===== src/hdl/ext_bus_defs.vh =====
// Constants for the external bus cycle sequencer
`ifndef EXT_BUS_DEFS_VH
`define EXT_BUS_DEFS_VH

// Cycle kinds
`define BC_KIND_CODE   2'h0
`define BC_KIND_READ   2'h1
`define BC_KIND_WRITE  2'h2

// All timing is counted in half bus clocks; one core clock is one half bus clock
`define BC_HS_W        5
`define BC_ZERO        5'h00
`define BC_HALF        5'h01
`define BC_CLK_HS      5'h02
`define BC_SEQ_BASE    5'h02
`define BC_LAT_BASE    5'h04
`define BC_WR_BASE     5'h04
`define BC_ALE_NARROW  5'h01
`define BC_ALE_WIDE    5'h03
`define BC_WSTB_NARROW 5'h02
`define BC_WSTB_WIDE   5'h04
`define BC_WAIT_MIN    5'h02

// State codes, one-hot
`define BC_ST_IDLE     2'h1
`define BC_ST_RUN      2'h2

`endif


===== src/hdl/bus_sync2.v =====
// Two-flop synchroniser for pin inputs
`timescale 1ns/1ps
module bus_sync2 #(
  parameter W = 1
) (
  input  wire         clk,
  input  wire         arst_n,
  input  wire [W-1:0] d,
  output reg  [W-1:0] q
);
  reg [W-1:0] meta;

  always @(posedge clk or negedge arst_n) begin
    if (!arst_n) begin
      meta <= {W{1'b0}};
      q    <= {W{1'b0}};
    end else begin
      meta <= d;
      q    <= meta;
    end
  end
endmodule // bus_sync2


===== src/hdl/bus_cycle_calc.v =====
// Half-clock timing points of one bus cycle from its kind and the timing settings
`timescale 1ns/1ps
`include "ext_bus_defs.vh"
module bus_cycle_calc (
  input  wire [1:0]           kind,
  input  wire                 latch,
  input  wire                 ale_sel,
  input  wire [1:0]           code_seq,
  input  wire [1:0]           code_lat,
  input  wire [1:0]           read_seq,
  input  wire [1:0]           read_lat,
  input  wire [1:0]           write_seq,
  input  wire [1:0]           write_lat,
  input  wire                 hold_ext,
  input  wire                 wstb_sel,
  output reg  [`BC_HS_W-1:0]  tot,
  output reg  [`BC_HS_W-1:0]  ale_end,
  output reg  [`BC_HS_W-1:0]  stb_start,
  output reg  [`BC_HS_W-1:0]  stb_end,
  output reg  [`BC_HS_W-1:0]  data_start,
  output reg                  wait_ok
);
  reg [1:0]          len;
  reg [`BC_HS_W-1:0] len_hs;
  reg [`BC_HS_W-1:0] hold;
  reg [`BC_HS_W-1:0] wid;

  always @* begin
    ale_end = latch ? (ale_sel ? `BC_ALE_WIDE : `BC_ALE_NARROW) : `BC_ZERO;
    case (kind)
      `BC_KIND_CODE: len = latch ? code_lat : code_seq;
      `BC_KIND_READ: len = latch ? read_lat : read_seq;
      default:       len = latch ? write_lat : write_seq;
    endcase
    len_hs     = {2'b00, len, 1'b0};
    hold       = hold_ext ? `BC_CLK_HS : `BC_ZERO;
    wid        = wstb_sel ? `BC_WSTB_WIDE : `BC_WSTB_NARROW;
    data_start = latch ? ale_end + `BC_HALF : `BC_ZERO;
    if (kind == `BC_KIND_WRITE) begin
      tot     = `BC_WR_BASE + len_hs;
      stb_end = tot - hold;
      // Strobe starts on a falling edge, half a clock before its full width
      if (stb_end > wid + `BC_HALF + data_start)
        stb_start = stb_end - wid - `BC_HALF;
      else
        stb_start = data_start + `BC_HALF;
    end else begin
      tot       = (latch ? `BC_LAT_BASE : `BC_SEQ_BASE) + len_hs;
      stb_end   = tot;
      stb_start = latch ? ale_end + `BC_HALF : `BC_ZERO;
    end
    wait_ok = (stb_end - stb_start) > `BC_WAIT_MIN;
  end
endmodule // bus_cycle_calc


===== src/hdl/ext_bus_cycle_timing.v =====
// External bus cycle sequencer: latch pulse, code/read/write strobes and wait stretch
`timescale 1ns/1ps
`include "ext_bus_defs.vh"
module ext_bus_cycle_timing (
  input  wire        CORE_CLK,
  input  wire        ARST_N,
  input  wire        REQ_VALID,
  output wire        REQ_READY,
  input  wire [1:0]  REQ_KIND,
  input  wire        REQ_LATCH,
  input  wire        REQ_CHAIN,
  input  wire [1:0]  REQ_BYTE_EN,
  input  wire [23:0] REQ_ADDR,
  input  wire [15:0] REQ_WDATA,
  output reg         RESP_VALID,
  output reg  [15:0] RESP_DATA,
  output wire        BUSY,
  input  wire        LATCH_WIDTH_SEL,
  input  wire [1:0]  CODE_SEQ_CYCLE_LEN,
  input  wire [1:0]  CODE_LATCHED_CYCLE_LEN,
  input  wire [1:0]  READ_SEQ_CYCLE_LEN,
  input  wire [1:0]  READ_LATCHED_CYCLE_LEN,
  input  wire [1:0]  WRITE_SEQ_CYCLE_LEN,
  input  wire [1:0]  WRITE_LATCHED_CYCLE_LEN,
  input  wire        WRITE_HOLD_EXT,
  input  wire        WRITE_STROBE_WIDTH_SEL,
  output reg         BUS_CLOCK_REF_OUT,
  output reg         ADDR_LATCH_STROBE,
  output reg         CODE_READ_STROBE_N,
  output reg         READ_STROBE_N,
  output reg         WRITE_STROBE_LOW_N,
  output reg         WRITE_STROBE_HIGH_N,
  output reg  [23:0] BUS_ADDR,
  output reg  [15:0] AD_OUT,
  output reg         AD_OE,
  input  wire [15:0] AD_IN,
  input  wire        WAIT_IN
);
  localparam [1:0] IDLE = `BC_ST_IDLE;
  localparam [1:0] RUN  = `BC_ST_RUN;

  reg  [1:0]          state;
  reg  [`BC_HS_W-1:0] h;
  reg  [1:0]          kind;
  reg                 latch;
  reg                 chain;
  reg  [1:0]          be;
  reg  [23:0]         addr;
  reg  [15:0]         wdata;
  reg                 chain_hold;

  reg  [1:0]          next_state;
  reg  [`BC_HS_W-1:0] next_h;
  reg                 next_chain_hold;
  wire [1:0]          next_kind;
  wire                next_latch;
  wire                next_chain;
  wire [1:0]          next_be;
  wire [23:0]         next_addr;
  wire [15:0]         next_wdata;

  wire                wait_s;
  wire [15:0]         ad_s;
  wire [`BC_HS_W-1:0] c_tot;
  wire [`BC_HS_W-1:0] c_stb_end;
  wire                c_wait_ok;
  wire [`BC_HS_W-1:0] n_tot;
  wire [`BC_HS_W-1:0] n_ale_end;
  wire [`BC_HS_W-1:0] n_stb_start;
  wire [`BC_HS_W-1:0] n_stb_end;
  wire [`BC_HS_W-1:0] n_data_start;

  wire running;
  wire stb_last;
  wire stall;
  wire last;
  wire take;
  wire n_run;
  wire n_ale;
  wire n_stb;
  wire n_code;
  wire n_read;
  wire n_write;
  wire wr_low;
  wire wr_high;
  wire wr_drive;
  wire resp_take;

  // Wait and the shared data lines come from outside the core clock; two flops each
  bus_sync2 #(.W(1)) u_wait_sync (
    .clk    (CORE_CLK),
    .arst_n (ARST_N),
    .d      (WAIT_IN),
    .q      (wait_s)
  );

  bus_sync2 #(.W(16)) u_ad_sync (
    .clk    (CORE_CLK),
    .arst_n (ARST_N),
    .d      (AD_IN),
    .q      (ad_s)
  );

  // Timing of the cycle in progress
  bus_cycle_calc u_calc_cur (
    .kind       (kind),
    .latch      (latch),
    .ale_sel    (LATCH_WIDTH_SEL),
    .code_seq   (CODE_SEQ_CYCLE_LEN),
    .code_lat   (CODE_LATCHED_CYCLE_LEN),
    .read_seq   (READ_SEQ_CYCLE_LEN),
    .read_lat   (READ_LATCHED_CYCLE_LEN),
    .write_seq  (WRITE_SEQ_CYCLE_LEN),
    .write_lat  (WRITE_LATCHED_CYCLE_LEN),
    .hold_ext   (WRITE_HOLD_EXT),
    .wstb_sel   (WRITE_STROBE_WIDTH_SEL),
    .tot        (c_tot),
    .ale_end    (),
    .stb_start  (),
    .stb_end    (c_stb_end),
    .data_start (),
    .wait_ok    (c_wait_ok)
  );

  // Timing of the cycle that the pins show next
  bus_cycle_calc u_calc_next (
    .kind       (next_kind),
    .latch      (next_latch),
    .ale_sel    (LATCH_WIDTH_SEL),
    .code_seq   (CODE_SEQ_CYCLE_LEN),
    .code_lat   (CODE_LATCHED_CYCLE_LEN),
    .read_seq   (READ_SEQ_CYCLE_LEN),
    .read_lat   (READ_LATCHED_CYCLE_LEN),
    .write_seq  (WRITE_SEQ_CYCLE_LEN),
    .write_lat  (WRITE_LATCHED_CYCLE_LEN),
    .hold_ext   (WRITE_HOLD_EXT),
    .wstb_sel   (WRITE_STROBE_WIDTH_SEL),
    .tot        (n_tot),
    .ale_end    (n_ale_end),
    .stb_start  (n_stb_start),
    .stb_end    (n_stb_end),
    .data_start (n_data_start),
    .wait_ok    ()
  );

  assign running  = (state == RUN);
  assign BUSY     = running;
  // Last low half before the strobe ends; the next edge is a rising one
  assign stb_last = running && (h == c_stb_end - `BC_HALF);
  assign stall    = stb_last && c_wait_ok && wait_s;
  assign last     = running && (h == c_tot - `BC_HALF) && !stall;
  // Cycles start only when the reference clock is about to rise
  assign REQ_READY = ((state == IDLE) && !BUS_CLOCK_REF_OUT) || last;
  assign take      = REQ_VALID && REQ_READY;

  // A taken request replaces the snapshot of the cycle in progress
  assign next_kind  = take ? REQ_KIND : kind;
  assign next_latch = take ? REQ_LATCH : latch;
  assign next_chain = take ? REQ_CHAIN : chain;
  assign next_be    = take ? REQ_BYTE_EN : be;
  assign next_addr  = take ? REQ_ADDR : addr;
  assign next_wdata = take ? REQ_WDATA : wdata;

  always @* begin
    next_state      = state;
    next_h          = h;
    next_chain_hold = chain_hold;
    case (state)
      IDLE: begin
        if (take) begin
          next_state      = RUN;
          next_h          = `BC_ZERO;
          next_chain_hold = 1'b0;
        end
      end
      RUN: begin
        if (take) begin
          next_h          = `BC_ZERO;
          next_chain_hold = 1'b0;
        end else if (last) begin
          next_state      = IDLE;
          next_h          = `BC_ZERO;
          // A chained read leaves its strobe low until the follow-on request is taken
          next_chain_hold = chain && (kind != `BC_KIND_WRITE);
        end else if (stall) begin
          // Stepping back one half-step adds a whole bus clock and keeps the edge phase
          next_h = h - `BC_HALF;
        end else begin
          next_h = h + `BC_HALF;
        end
      end
      default: begin
        next_state      = IDLE;
        next_h          = `BC_ZERO;
        next_chain_hold = 1'b0;
      end
    endcase
  end

  // Levels of the half-step that the pins show after the coming edge
  assign n_run   = (next_state == RUN);
  assign n_ale   = n_run && (next_h < n_ale_end);
  assign n_stb   = n_run && (next_h >= n_stb_start) && (next_h < n_stb_end);
  // A chained fetch or split read keeps its strobe low into the follow-on cycle
  assign n_code  = (next_kind == `BC_KIND_CODE) && (n_stb || next_chain_hold);
  assign n_read  = (next_kind == `BC_KIND_READ) && (n_stb || next_chain_hold);
  assign n_write = (next_kind == `BC_KIND_WRITE) && n_stb;

  assign wr_low   = n_write && next_be[0];
  assign wr_high  = n_write && next_be[1];
  // Write data stays driven through the hold half-steps up to the end of the cycle
  assign wr_drive = n_run && (next_kind == `BC_KIND_WRITE)
                    && (next_h >= n_data_start);
  // Wait and read data reach this point two core cycles late through the synchronisers
  assign resp_take = stb_last && !stall && (kind != `BC_KIND_WRITE);

  // Sequencer state; settings change only while idle, so no copy of them is kept
  always @(posedge CORE_CLK or negedge ARST_N) begin
    if (!ARST_N) begin
      state      <= IDLE;
      h          <= `BC_ZERO;
      kind       <= `BC_KIND_CODE;
      latch      <= 1'b0;
      chain      <= 1'b0;
      be         <= 2'h0;
      addr       <= 24'h000000;
      wdata      <= 16'h0000;
      chain_hold <= 1'b0;
    end else begin
      state      <= next_state;
      h          <= next_h;
      kind       <= next_kind;
      latch      <= next_latch;
      chain      <= next_chain;
      be         <= next_be;
      addr       <= next_addr;
      wdata      <= next_wdata;
      chain_hold <= next_chain_hold;
    end
  end

  // Pins come from the next half-step so that they change together with h
  always @(posedge CORE_CLK or negedge ARST_N) begin
    if (!ARST_N) begin
      BUS_CLOCK_REF_OUT   <= 1'b0;
      ADDR_LATCH_STROBE   <= 1'b0;
      CODE_READ_STROBE_N  <= 1'b1;
      READ_STROBE_N       <= 1'b1;
      WRITE_STROBE_LOW_N  <= 1'b1;
      WRITE_STROBE_HIGH_N <= 1'b1;
      BUS_ADDR            <= 24'h000000;
      AD_OUT              <= 16'h0000;
      AD_OE               <= 1'b0;
    end else begin
      BUS_CLOCK_REF_OUT   <= !BUS_CLOCK_REF_OUT;
      ADDR_LATCH_STROBE   <= n_ale;
      CODE_READ_STROBE_N  <= !n_code;
      READ_STROBE_N       <= !n_read;
      WRITE_STROBE_LOW_N  <= !wr_low;
      WRITE_STROBE_HIGH_N <= !wr_high;
      BUS_ADDR            <= next_addr;
      // Address sits on the shared lines during the latch pulse, write data after it
      AD_OUT              <= n_ale ? next_addr[15:0] : next_wdata;
      AD_OE               <= n_ale || wr_drive;
    end
  end

  // Read data is taken in the last strobe half-step and held until the next read
  always @(posedge CORE_CLK or negedge ARST_N) begin
    if (!ARST_N) begin
      RESP_VALID <= 1'b0;
      RESP_DATA  <= 16'h0000;
    end else begin
      RESP_VALID <= resp_take;
      if (resp_take)
        RESP_DATA <= ad_s;
    end
  end
endmodule // ext_bus_cycle_timing


===== config.mk =====
export PLATFORM = sky130hd
export DESIGN_NAME = ext_bus_cycle_timing
export DESIGN_NICKNAME = d
export VERILOG_FILES = /design/src/hdl/bus_sync2.v /design/src/hdl/bus_cycle_calc.v /design/src/hdl/ext_bus_cycle_timing.v
export VERILOG_INCLUDE_DIRS = /design/src /design/src/hdl
export SDC_FILE = /design/constraint.sdc
export NUM_CORES = 1
export LEC_CHECK = 0
export BUFFER_PORTS_ARGS = -buffer_cell sky130_fd_sc_hd__buf_2
export CAP_MARGIN = 15
export CORE_MARGIN = 2
export CORE_UTILIZATION = 54
export CTS_BUF_LIST = sky130_fd_sc_hd__clkbuf_4 sky130_fd_sc_hd__clkbuf_8 sky130_fd_sc_hd__clkbuf_16
export DETAILED_ROUTE_END_ITERATION = 10
export GPL_TIMING_DRIVEN = 1
export PLACE_DENSITY = 0.8
export SETUP_SLACK_MARGIN = 0.05
export SLEW_MARGIN = 20
export SYNTH_ARGS = -nofsm -noshare
export SYNTH_HDL_FRONTEND = slang
export SYNTH_SLANG_ARGS = --single-unit

===== constraint.sdc =====
create_clock -name CORE_CLK -period 10.8 [get_ports CORE_CLK]
set_input_delay 0.54 -clock CORE_CLK [delete_from_list [all_inputs] [get_ports CORE_CLK]]
set_output_delay 0.54 -clock CORE_CLK [all_outputs]
set_load 0.05 [all_outputs]

==> qor.csv <==
metric;value;unit
status;complete, no violations;
Worst Hold Class;in2async;
TritonCTS clock tree;done;
prevailing post-synth register cell;dfrtp_1;
Mapped Area;6190;um^2
CTS clk-pin slew, worst paths;0.06;ns
final hold slack;0.187;ns
Pwr Density;338;nW/um^2
Crit Reg-Reg Startpoint;latch$_DFF_PN0_;
# IOs;147;
unrepaired setup endpoints after global routing;false;
critical path capture point type;register;
Clock Latency Late Sink;0.41;ns
die area;12300;um^2
multiplexer share of the synthesized area;9.66;%
Die Ht;111;um
Core Footprint;11300;um^2
Die Wd;111;um
Syn Inst Count;566;
wire per inst;16.6;um
ANT nets after route;0;
Net Sw Frac;44.6;%
Max Cap Viol;0;
fin crit share;84.3;%
post-cts resize count;0;
clock sink count;128;
Mapped Avg Cell Area;10.9;um^2
DR vias/cell;5.38;
Finish-stage setup viols;0;
first-pass GRT wire length;23.9;mm
Worst Path Required;11.13;ns
Antenna Cells;0;
slew margin rel.;38.4;%
max incr delay on CP;0.78;ns
number of flops mapped to enable cells by yosys;0;
largest net degree at the start of global routing;70;
net switching power;1160;uW
Post-Route Utilization;68.2;%
grt total ovfl;0;
adder-cell share of the synthesized area;10.3;%
Gate power share;51.4;%
CTS root buf;clkbuf_16;
setup bufs post-CTS;0;
Clk pwr share;22.7;%
total power;2610;uW
largest family of logic cells by synthesized area;simple AND/OR/NAND/NOR gates;
XOR/XNOR share of the synthesized area;2.12;%
setup TNS;0;ns
layout cell share with drive strength beyond 1;33.1;%
# port buffers;146;
gr usage total;24.3;%
Yosys top cell area share;49.7;%
H-tree Lvls;4;
DRT iter0 DRCs;366;
DP Area;7060;um^2
num rows;39;
sequential power share;25.9;%
cell type with the highest aggregate area in the netlist;dfrtp_1;
Yosys reg bits;128;
Worst Path Max Fanout;11;
syn_nets;692;
Final Hold Viols;0;
dpl hpwl;10.3;mm
synth top area cells;dfrtp_1, nand2_1, ha_1;
routability cong.;0.898;
Remaining DRCs;0;
Layout area overhead;24.7;%
initial antenna violation count;0;
WL final;14.5;mm
internal power;1440;uW
worst path arrival time;9.43;ns
nets;844;
CTS max path bufs;2;
f_max;110;MHz
post-synthesis async set-or-reset flop share;100;%
post-synth cell types;59;
routed via count;4706;
type of origin of the critical path;register;
max-slew violations;0;
Most common cell on crit path;ha_1;
Initial Util;54.7;%
post-synthesis simple-gate area fraction;15.4;%
Worst VDD drop;200;uV
Worst Reg-to-Reg Cells;39;
DRT Pass-1 Iters;6;
flop2flop setup slack;1.70;ns
CTS buffer count;17;
number of global-route vias before repair;4878;
sequential-to-total area share from yosys stat;51.8;%
Final min period;9.10;ns
Setup CP Type;reg2reg;
final instance area;7720;um^2
measured slew at the worst slew-check pin;0.898;ns
worst r2r dst;CODE_READ_STROBE_N$_DFF_PN1_;
leakage power;0.00413;uW
clock skew;0.0110;ns
CTS hold repair buffers;0;
Crit-path slowest cell;mux2i_1;
compound-gate portion of the synthesized area;7.23;%
synth warn;0;
-- synthesized netlist by cell type (2+ instances only) --
master    instances
mux2_2           27
o21a_1            3
a211oi_1          2
dfrtp_1         123
nand2_1         154
fa_1             10
buf_2             3
inv_2             2
nor2b_1           4
a21oi_1          14
a32oi_1           4
o211ai_1          3
a31oi_1           6
nand2b_1          5
nand3_1           6
xnor2_1           8
a22oi_1           2
inv_1            33
xor2_1            7
buf_6             2
o21ai_2           2
clkbuf_1         12
ha_1             35
mux2_4            9
a21o_1            6
a22o_1            2
mux4_2            2
nor2_1           24
o21ai_0           5
mux2i_1          10
nor4_2            2
nor3_1            6
o31a_1            2
o211a_1           2
dfstp_2           5
-- final cells by class --
type                            count  area, um^2
Inverter                           35         131
Clock buffer                       18         439
Fill cell                         863        3600
Multi-Input combinational cell    386        2800
Timing Repair Buffer              150         787
Clock inverter                     14         179
Sequential cell                   128        3210
Tap cell                          143         179
-- power by group through the flow --
stage	combinational [uW]	clock [uW]	sequential [uW]
after global routing	1460	623	690
after CTS	1330	600	675
after floorplan	740	0	951
after detailed placement	1320	0	682
after global placement	1250	0	676
final	1340	592	675
-- state kept, by name, summed over array words and instances (netlist names), 2 cells and up --
register / flops
kind: 2
BUS_ADDR: 24
state: 2
u_ad_sync.q: 16
be: 2
RESP_DATA: 16
AD_OUT: 16
h: 5
u_ad_sync.meta: 16
wdata: 16
-- worst max-delay path by stage --
| stage | startpoint | end | slack, ns | cells past startpoint |
|---|---|---|---|---|
| final | latch$_DFF_PN0_ | CODE_READ_STROBE_N$_DFF_PN1_ | 1.70 | 39 |
| after CTS | latch$_DFF_PN0_ | CODE_READ_STROBE_N$_DFF_PN1_ | 1.78 | 41 |
| after global routing | latch$_DFF_PN0_ | CODE_READ_STROBE_N$_DFF_PN1_ | 0.98 | 41 |
| after floorplan | READ_LATCHED_CYCLE_LEN[0] | CODE_READ_STROBE_N$_DFF_PN1_ | 2.86 | 41 |
| after detailed placement | READ_LATCHED_CYCLE_LEN[0] | CODE_READ_STROBE_N$_DFF_PN1_ | 1.74 | 42 |
| after global placement | READ_LATCHED_CYCLE_LEN[0] | READ_STROBE_N$_DFF_PN1_ | 2.21 | 41 |
-- per-layer routing --
| metal | GRT usage (%) | vias to the layer above | part of all wire (%) |
|---|---|---|---|
| met5 | 0 | - | 0 |
| met4 | 7.98 | 0 | 1.6 |
| met3 | 6.18 | 25 | 5.6 |
| met2 | 40.9 | 172 | 50 |
| met1 | 31.0 | 2312 | 43 |
| li1 | - | 2197 | - |
-- worst max-delay path: cells and delay by family (launching register included) --
kind | cells | cell delay [ns]
adders and majority gates | 8 | 2.21
AOI/OAI and AO/OA | 16 | 2.89
DFF | 1 | 0.51
muxes | 3 | 1.61
and+or+nand+nor | 9 | 1.61
buffers and inverters | 3 | 0.18
-- layout by cell type, fill, tap and decap left out, drive strengths merged, types with 3 or more instances in the layout --
cell / instances
fa: 10
clkinv: 3
xnor2: 8
nor4: 3
ha: 35
mux2: 36
dfrtp: 123
nand3: 6
o21a: 3
buf: 150
nand2: 154
mux2i: 11
nor2: 24
inv: 40
clkbuf: 18
a21oi: 14
nor2b: 4
clkinvlp: 3
a21o: 6
xor2: 7
a31oi: 6
bufinv: 3
nand2b: 6
nor3: 7
o211ai: 3
dfstp: 5
o21ai: 8
a32oi: 4
-- logic make-up (layout without fill, tap and decap cells) --
logic type | after synthesis | after routing
AOI/OAI and AO/OA | 62 | 62
xor gates and xnor gates | 15 | 15
muxes | 49 | 49
adders and majority gates | 45 | 45
and+or+nand+nor | 215 | 215
buffers and inverters | 52 | 217
DFF | 128 | 128
-- per-stage QoR --
step | setup slack, ns | std cells
floorplan | 2.86 | 566
global placement | 2.21 | 840
detailed placement | 1.74 | 840
CTS | 1.78 | 872
global route | 0.980 | 874
finish | 1.70 | 874
Power figures use the tool's default switching activity.
